## src/hdl/irqlf_map.vh

```
// Register addresses, flag positions and mask defaults of the first request channel.
`ifndef IRQLF_MAP_VH
`define IRQLF_MAP_VH
`define IRQLF_ADDR_W 16
`define IRQLF_DATA_W 16
`define IRQLF_ADDR_SPKR 16'h0d01
`define IRQLF_ADDR_CLKEV 16'h0d02
`define IRQLF_ADDR_PATH 16'h0d03
`define IRQLF_ADDR_OUTD 16'h0d04
`define IRQLF_ADDR_IM_SPKR 16'h0d09
`define IRQLF_ADDR_IM_CLKEV 16'h0d0a
`define IRQLF_ADDR_IM_PATH 16'h0d0b
`define IRQLF_ADDR_IM_OUTD 16'h0d0c
// Implemented bit positions of each flag register.
`define IRQLF_SPKR_USED 16'hf000
`define IRQLF_CLKEV_USED 16'hfbef
`define IRQLF_PATH_USED 16'h1f8f
`define IRQLF_OUTD_USED 16'h7f0a
// Bits triggered on both edges; the rest, apart from the pulse bits, take the rising edge only.
`define IRQLF_SPKR_BOTH 16'h0000
`define IRQLF_CLKEV_BOTH 16'hc38c
`define IRQLF_PATH_BOTH 16'h0000
`define IRQLF_OUTD_BOTH 16'h0002
// Bits set by a one-cycle event pulse rather than an edge.
`define IRQLF_CLKEV_PULSE 16'h1000
// Mask resets: everything masked except the startup complete input.
`define IRQLF_IM_RST 16'hffff
`define IRQLF_IM_OUTD_RST 16'hfeff
`define IRQLF_ZERO 16'h0000
`endif

```

## src/hdl/irqlf_flag_reg.v

```verilog
// One 16-bit latched flag register with edge detect, mask and write-one-to-clear.
`timescale 1ns/10ps
module irqlf_flag_reg #(
  parameter W = 16,
  parameter [W-1:0] USED = {W{1'b1}},
  parameter [W-1:0] BOTH = {W{1'b0}},
  parameter [W-1:0] PULSE = {W{1'b0}},
  parameter [W-1:0] MASK_RST = {W{1'b1}}
) (
  clk,
  rstn,
  src,
  mask_we,
  clr_we,
  wdata,
  flags,
  mask
);
  input wire clk;
  input wire rstn;
  input wire [W-1:0] src;
  input wire mask_we;
  input wire clr_we;
  input wire [W-1:0] wdata;
  output reg [W-1:0] flags;
  output reg [W-1:0] mask;

  reg [W-1:0] src_q;
  wire [W-1:0] rise;
  wire [W-1:0] fall;
  wire [W-1:0] event_hit;
  wire [W-1:0] clr;

  assign rise = src & ~src_q;
  assign fall = ~src & src_q;
  // Both-edge bits see either transition, pulse bits see the event itself.
  assign event_hit = USED & ~mask & ((PULSE & src) | (~PULSE & (rise | (BOTH & fall))));
  assign clr = (clr_we ? wdata : {W{1'b0}}) & USED;

  always @(posedge clk) begin
    if (!rstn) begin
      src_q <= {W{1'b0}};
      flags <= {W{1'b0}};
      mask <= MASK_RST;
    end else begin
      src_q <= src;
      flags <= (flags & ~clr) | event_hit;
      if (mask_we) begin
        mask <= wdata;
      end
    end
  end
endmodule

```

## src/hdl/irqlf_top.v

```verilog
// Latched event flags of the first interrupt request channel with mask and request output.
`timescale 1ns/10ps
`include "irqlf_map.vh"
module irqlf_top (
  clk,
  rstn,
  reg_addr,
  reg_wr,
  reg_rd,
  reg_wdata,
  reg_rdata,
  spk_ramp_src,
  spk_heat_warning,
  spk_heat_shutdown,
  headphone_sense,
  accessory_detect_evt,
  sequencer_finished,
  dynamics_signal,
  rate_conv_b_lock,
  rate_conv_a_lock,
  clock_too_slow,
  clock_too_fast,
  loop_b_lock,
  loop_a_lock,
  main_clock_slow,
  async_clock_slow,
  host_port_error,
  mixer_sample_loss,
  async_domain_ena,
  main_domain_ena,
  int_conv_a_cfg,
  int_conv_b_cfg,
  line_right_on,
  line_left_on,
  phones_right_on,
  phones_left_on,
  earpiece_on,
  earpiece_off,
  line_right_off,
  line_left_off,
  phones_right_off,
  phones_left_off,
  startup_complete,
  async_conv_cfg,
  loop_b_clock_good,
  first_request_output
);
  input wire clk;
  input wire rstn;
  input wire [`IRQLF_ADDR_W-1:0] reg_addr;
  input wire reg_wr;
  input wire reg_rd;
  input wire [`IRQLF_DATA_W-1:0] reg_wdata;
  output reg [`IRQLF_DATA_W-1:0] reg_rdata;
  input wire [3:0] spk_ramp_src;
  input wire spk_heat_warning;
  input wire spk_heat_shutdown;
  input wire headphone_sense;
  input wire accessory_detect_evt;
  input wire sequencer_finished;
  input wire dynamics_signal;
  input wire rate_conv_b_lock;
  input wire rate_conv_a_lock;
  input wire clock_too_slow;
  input wire clock_too_fast;
  input wire loop_b_lock;
  input wire loop_a_lock;
  input wire main_clock_slow;
  input wire async_clock_slow;
  input wire host_port_error;
  input wire mixer_sample_loss;
  input wire async_domain_ena;
  input wire main_domain_ena;
  input wire int_conv_a_cfg;
  input wire int_conv_b_cfg;
  input wire line_right_on;
  input wire line_left_on;
  input wire phones_right_on;
  input wire phones_left_on;
  input wire earpiece_on;
  input wire earpiece_off;
  input wire line_right_off;
  input wire line_left_off;
  input wire phones_right_off;
  input wire phones_left_off;
  input wire startup_complete;
  input wire async_conv_cfg;
  input wire loop_b_clock_good;
  output reg first_request_output;

  localparam W = `IRQLF_DATA_W;

  wire [W-1:0] spkr_src;
  wire [W-1:0] clkev_src;
  wire [W-1:0] path_src;
  wire [W-1:0] outd_src;
  wire [W-1:0] spkr_flags;
  wire [W-1:0] clkev_flags;
  wire [W-1:0] path_flags;
  wire [W-1:0] outd_flags;
  wire [W-1:0] spkr_mask;
  wire [W-1:0] clkev_mask;
  wire [W-1:0] path_mask;
  wire [W-1:0] outd_mask;
  wire [W-1:0] spkr_sync;
  wire [W-1:0] clkev_sync;
  wire [W-1:0] path_sync;
  wire [W-1:0] outd_sync;
  reg [4*W-1:0] meta_q;
  reg [4*W-1:0] sync_q;

  assign spkr_src = {spk_ramp_src, 12'h000};
  assign clkev_src = {spk_heat_warning, spk_heat_shutdown,
    headphone_sense, accessory_detect_evt, sequencer_finished,
    1'b0, dynamics_signal, rate_conv_b_lock, rate_conv_a_lock,
    clock_too_slow, clock_too_fast, 1'b0,
    loop_b_lock, loop_a_lock, main_clock_slow, async_clock_slow};
  // Domain stop flags watch the inverted enables so only shut-down counts.
  assign path_src = {3'h0, host_port_error, mixer_sample_loss,
    ~async_domain_ena, ~main_domain_ena, int_conv_a_cfg, int_conv_b_cfg,
    3'h0, line_right_on, line_left_on, phones_right_on, phones_left_on};
  assign outd_src = {1'b0, earpiece_on, earpiece_off,
    line_right_off, line_left_off, phones_right_off, phones_left_off,
    startup_complete, 4'h0, async_conv_cfg, 1'b0, loop_b_clock_good, 1'b0};

  // Every source comes from outside this clock domain and passes two flip-flops.
  always @(posedge clk) begin
    if (!rstn) begin
      meta_q <= {4*W{1'b0}};
      sync_q <= {4*W{1'b0}};
    end else begin
      meta_q <= {spkr_src, clkev_src, path_src, outd_src};
      sync_q <= meta_q;
    end
  end

  assign spkr_sync = sync_q[4*W-1:3*W];
  assign clkev_sync = sync_q[3*W-1:2*W];
  assign path_sync = sync_q[2*W-1:W];
  assign outd_sync = sync_q[W-1:0];

  irqlf_flag_reg #(.W(W), .USED(`IRQLF_SPKR_USED), .BOTH(`IRQLF_SPKR_BOTH),
    .PULSE(`IRQLF_ZERO), .MASK_RST(`IRQLF_IM_RST)) u_spkr (
    .clk(clk),
    .rstn(rstn),
    .src(spkr_sync),
    .mask_we(reg_wr && reg_addr == `IRQLF_ADDR_IM_SPKR),
    .clr_we(reg_wr && reg_addr == `IRQLF_ADDR_SPKR),
    .wdata(reg_wdata),
    .flags(spkr_flags),
    .mask(spkr_mask)
  );

  irqlf_flag_reg #(.W(W), .USED(`IRQLF_CLKEV_USED), .BOTH(`IRQLF_CLKEV_BOTH),
    .PULSE(`IRQLF_CLKEV_PULSE), .MASK_RST(`IRQLF_IM_RST)) u_clkev (
    .clk(clk),
    .rstn(rstn),
    .src(clkev_sync),
    .mask_we(reg_wr && reg_addr == `IRQLF_ADDR_IM_CLKEV),
    .clr_we(reg_wr && reg_addr == `IRQLF_ADDR_CLKEV),
    .wdata(reg_wdata),
    .flags(clkev_flags),
    .mask(clkev_mask)
  );

  irqlf_flag_reg #(.W(W), .USED(`IRQLF_PATH_USED), .BOTH(`IRQLF_PATH_BOTH),
    .PULSE(`IRQLF_ZERO), .MASK_RST(`IRQLF_IM_RST)) u_path (
    .clk(clk),
    .rstn(rstn),
    .src(path_sync),
    .mask_we(reg_wr && reg_addr == `IRQLF_ADDR_IM_PATH),
    .clr_we(reg_wr && reg_addr == `IRQLF_ADDR_PATH),
    .wdata(reg_wdata),
    .flags(path_flags),
    .mask(path_mask)
  );

  irqlf_flag_reg #(.W(W), .USED(`IRQLF_OUTD_USED), .BOTH(`IRQLF_OUTD_BOTH),
    .PULSE(`IRQLF_ZERO), .MASK_RST(`IRQLF_IM_OUTD_RST)) u_outd (
    .clk(clk),
    .rstn(rstn),
    .src(outd_sync),
    .mask_we(reg_wr && reg_addr == `IRQLF_ADDR_IM_OUTD),
    .clr_we(reg_wr && reg_addr == `IRQLF_ADDR_OUTD),
    .wdata(reg_wdata),
    .flags(outd_flags),
    .mask(outd_mask)
  );

  // Read data is registered; unmapped addresses and unused flag bits read zero, while all 16 mask bits read back as written.
  always @(posedge clk) begin
    if (!rstn) begin
      reg_rdata <= `IRQLF_ZERO;
      first_request_output <= 1'b0;
    end else begin
      first_request_output <= |{spkr_flags, clkev_flags, path_flags, outd_flags};
      if (reg_rd) begin
        case (reg_addr)
          `IRQLF_ADDR_SPKR: reg_rdata <= spkr_flags;
          `IRQLF_ADDR_CLKEV: reg_rdata <= clkev_flags;
          `IRQLF_ADDR_PATH: reg_rdata <= path_flags;
          `IRQLF_ADDR_OUTD: reg_rdata <= outd_flags;
          `IRQLF_ADDR_IM_SPKR: reg_rdata <= spkr_mask;
          `IRQLF_ADDR_IM_CLKEV: reg_rdata <= clkev_mask;
          `IRQLF_ADDR_IM_PATH: reg_rdata <= path_mask;
          `IRQLF_ADDR_IM_OUTD: reg_rdata <= outd_mask;
          default: reg_rdata <= `IRQLF_ZERO;
        endcase
      end
    end
  end
endmodule

```

## config.mk

```make
export PLATFORM = sky130hd
export DESIGN_NAME = irqlf_top
export DESIGN_NICKNAME = d
export VERILOG_FILES = /design/src/hdl/irqlf_flag_reg.v /design/src/hdl/irqlf_top.v
export VERILOG_INCLUDE_DIRS = /design/src /design/src/hdl
export SDC_FILE = /design/constraint.sdc
export NUM_CORES = 1
export LEC_CHECK = 0
export BUFFER_PORTS_ARGS = -buffer_cell sky130_fd_sc_hd__buf_2
export CAP_MARGIN = 20
export CORE_MARGIN = 5
export CORE_UTILIZATION = 45
export CTS_CLUSTER_DIAMETER = 120
export DETAILED_ROUTE_END_ITERATION = 10
export GPL_ROUTABILITY_DRIVEN = 0
export PLACE_DENSITY = 0.66
export SLEW_MARGIN = 25
export SYNTH_ARGS = -nofsm -noshare
export SYNTH_HDL_FRONTEND = slang
export SYNTH_SLANG_ARGS = --single-unit
```

## constraint.sdc

```tcl
create_clock -name clk -period 2.3 [get_ports clk]
set_input_delay 0.575 -clock clk [delete_from_list [all_inputs] [get_ports clk]]
set_output_delay 0.575 -clock clk [all_outputs]
set_load 0.02 [all_outputs]
```

==> results by group <==
Global route
  • First-pass GRT wire length: 35200 um
  • GRT overflow: 0
  • Largest net degree at the start of global routing: 99
  • Global-route usage over all layers: 0.197
  • Vias in the first global route: 6379
  • Antenna violations before repair: 0

Synthesis
  • XOR/XNOR share of the synthesized area: 0.00808
  • Syn Nets: just under 1000
  • Syn Inst Count: between 800 and 900
  • Seq/Total Area, Yosys: 0.526
  • Simple-gate area share of the yosys netlist: 0.287
  • Multiplexer area fraction after synthesis: 0.0154
  • Compound-gate portion of the synthesized area: 0.128
  • Cell variety after synth: 53
  • Main combinational cell family by area after synthesis: simple AND/OR/NAND/NOR gates
  • Avg Cell Area, Syn: between 9 and 10 sq um
  • Yosys synthesis warning count: 0
  • Area of the mapped netlist: just under 9000 sq um
  • Adder-Cell Fraction of Synth Area: 0
  • #FFs+latches synth: roughly 230

Floorplanning
  • Starting Density: 0.461
  • Die Height: 149 um
  • IO Count: 90
  • Row Count: 50
  • Core area: 18800 sq um
  • Die span in x: 149 um
  • Die ar.: 22200 sq um

STA
  • Post-route setup slack: 0.231 ns
  • Final hold violations: 0
  • Post-route setup TNS: 0 ns
  • Slew headroom: 0.610
  • Max Clock Freq: ~480 MHz
  • Final setup vio count: 0
  • Slew Viols, Final: 0
  • Worst hold slack: 0.212 ns
  • Fin crit period: 2.07 ns
  • Clock Skew: 0.0151 ns
  • RSZ-0062 raised after global routing: false
  • Slew @ Worst Pin: 0.579 ns
  • Share of the clock period used by the worst path: 0.899

Worst setup path
  • WP data required: 2.74 ns
  • Worst Setup End Kind: register
  • Startpoint Class: input pin
  • Top delay family on crit path: simple AND/OR/NAND/NOR gates
  • Kind of critical path: in2reg
  • Worst setup path start: reg_addr[7]
  • Reg-to-Reg Start: u_clkev.mask[0]
  • WP buf/inv: 3
  • Worst-path fanout max: 14
  • Worst path cell trace: buf_2, or4_4, buf_12, nor4_1, buf_4, a222oi_1, a21oi_1
  • CP max stage cell: or4_4
  • CP arrival: 2.51 ns
  • CP peak stage delay: 0.69 ns

Final layout
  • Fillers: 1677
  • Nets: approximately 1100
  • Layout cell share with drive strength beyond 1: 0.212
  • FF/Latch Area: 4560 sq um
  • Area growth from synthesis to layout: 21.1%
  • Multi-input logic area: between 3000 and 4000 sq um
  • Final core occ: 0.558

Status
  • Outcome: finished clean

Pwr
  • P_leak: 4.45 nW
  • Cell Int Power: approximately 6.4 mW
  • Fraction of power consumed by the clock network: 0.460
  • Sw Share: 0.217
  • Sequential share of power: 0.497
  • VDD IR max: 495 uV
  • Net Sw Power: 1.77 mW
  • Power Density: 776 nW/um^2
  • Comb power frac: 0.043

Hold path
  • Min-delay worst type: in2reg
  • Hold path start: async_domain_ena

Detailed routing
  • DRC errors left: 0
  • DRT iter0 DRCs: between 600 and 700
  • Routed WL per cell: between 15 and 20 um
  • Via Count: approximately 6700
  • Via density: between 5 and 6
  • First drt pass iteration count: 5
  • Final wirelength: 22200 um
  • Routed Antenna Nets: 0

Clock tree
  • Htree depth: 1
  • CTS Buf Count: 24
  • CTS resizes: 0
  • CTS max path bufs: 3
  • CTS tree: yes
  • Setup bufs post-CTS: 0
  • Clock Latency Late Sink: 0.51 ns
  • Hold_buf cts: 0
  • Clock Sinks: 228
  • Clock transition at the registers of the reported paths: 0.06 ns
  • Clk root buf: clkbuf_16

Placement
  • IO Port Bufs: 89
  • Dpl ws: -0.248 ns
  • DPL Wire Length: 15200 um

Flow run
  • Max-cap violations: 0
==> per-stage QoR <==
stage	area, sq um	total power, mW	instances
3_3_place_gp	9740	4.49	1253
3_5_place_dp	9740	4.49	1253
6_report	10500	8.16	1295
5_1_grt	10500	8.44	1294
4_1_cts	10500	8.22	1294
2_1_floorplan	8670	4.32	897
==> power groups by stage <==
stage / Combinational, mW / Sequential (mW) / Clock (mW)
3_3_place_gp: 0.348 / 4.14 / 0
6_report: 0.351 / 4.05 / 3.75
2_1_floorplan: 0.187 / 4.13 / 0
5_1_grt: 0.384 / 4.06 / 4.00
4_1_cts: 0.352 / 4.05 / 3.81
3_5_place_dp: 0.351 / 4.14 / 0
==> path summary, 6_finish.rpt <==
kind                   endpoint  slack [ns]  cells after the start
hold / removal       meta_q[26]        0.21                      2
setup / recovery  reg_rdata[10]        0.23                      7
hold reg to reg      sync_q[45]        0.43                      1
setup reg to reg   reg_rdata[0]        0.92                      4
==> cell usage in the layout, fill, tap and decap left out, types with 11 or more instances in the layout <==
cell type  synthesis  final
nand3_1           65     65
o21ai_0           19     19
nor3b_1           27     27
nand2_1          151    151
clkbuf_16          0     24
and2_1           114    114
a21boi_0          23     23
a22o_1            13     13
nor4_1            14     14
nor2b_1           21     21
a21oi_1           17     17
buf_4              5     54
dfxtp_1          228    228
buf_2              5     88
a222oi_1          11     11
o21a_1            31     31
==> registers in the layout, summed over array words and instances (netlist names), 13 cells and up <==
signal / cells
u_path.mask: 16
u_spkr.mask: 16
u_clkev.src_q: 13
u_outd.mask: 16
meta_q: 37
u_clkev.mask: 16
u_clkev.flags: 14
reg_rdata: 16
sync_q: 37
==> synthesized netlist by cell type (all sizes together) <==
library cell,n,share of area
nand4b,2,0.0038
a32o,1,0.0012
o21ai,27,0.016
nor3,2,0.0012
clkbuf,39,0.017
or3b,2,0.0020
o21a,31,0.027
a21oi,17,0.0098
mux2i,10,0.012
nand3,65,0.038
nor3b,27,0.023
nor4,24,0.032
a31oi,4,0.0029
nor2,10,0.0043
inv,3,0.0013
or4,2,0.0022
a222oi,11,0.013
nand2b,2,0.0014
or3,1,0.00072
nand4,7,0.0050
nor4b,2,0.0038
nor2b,21,0.015
nand2,151,0.065
dfxtp,228,0.53
mux2,3,0.0039
buf,17,0.017
a22o,13,0.013
nand3b,1,0.00087
or4b,1,0.0012
xnor2,8,0.0081
a21boi,34,0.034
or4bb,2,0.0026
or2,1,0.00072
and3,1,0.00072
a221oi,8,0.0081
o2bb2ai,1,0.0010
and2,115,0.083
o31a,1,0.0010
a22oi,2,0.0017
==> final cells by class <==
type                            count  area share
Clock inverter                     11      0.0120
Tap cell                          260      0.0310
Multi-Input combinational cell    610       0.361
Clock buffer                       30      0.0612
Sequential cell                   228       0.434
Inverter                            3     0.00107
Timing Repair Buffer              152      0.0987
Antenna cell                        1    0.000238
==> routing by layer <==
metal,track usage,vias up,wire length (um)
met2,0.307,276,9950
li1,-,3339,-
met3,0.0325,33,1800
met4,0.0462,0,331
met5,0,-,0
met1,0.288,3057,10100
==> worst reg2reg max path, cell delays in order (launching register included) <==
cell and delay (ns):
dfxtp_1 0.34, a22o_1 0.23, a222oi_1 0.30, nand2_1 0.13, a32o_1 0.28
==> logic make-up after synthesis <==
logic type | after synthesis
flops | 228
mux | 13
simple gates | 439
xor+xnor | 8
compound gates | 150
buf+inv | 59
Power figures use the tool's default switching activity.
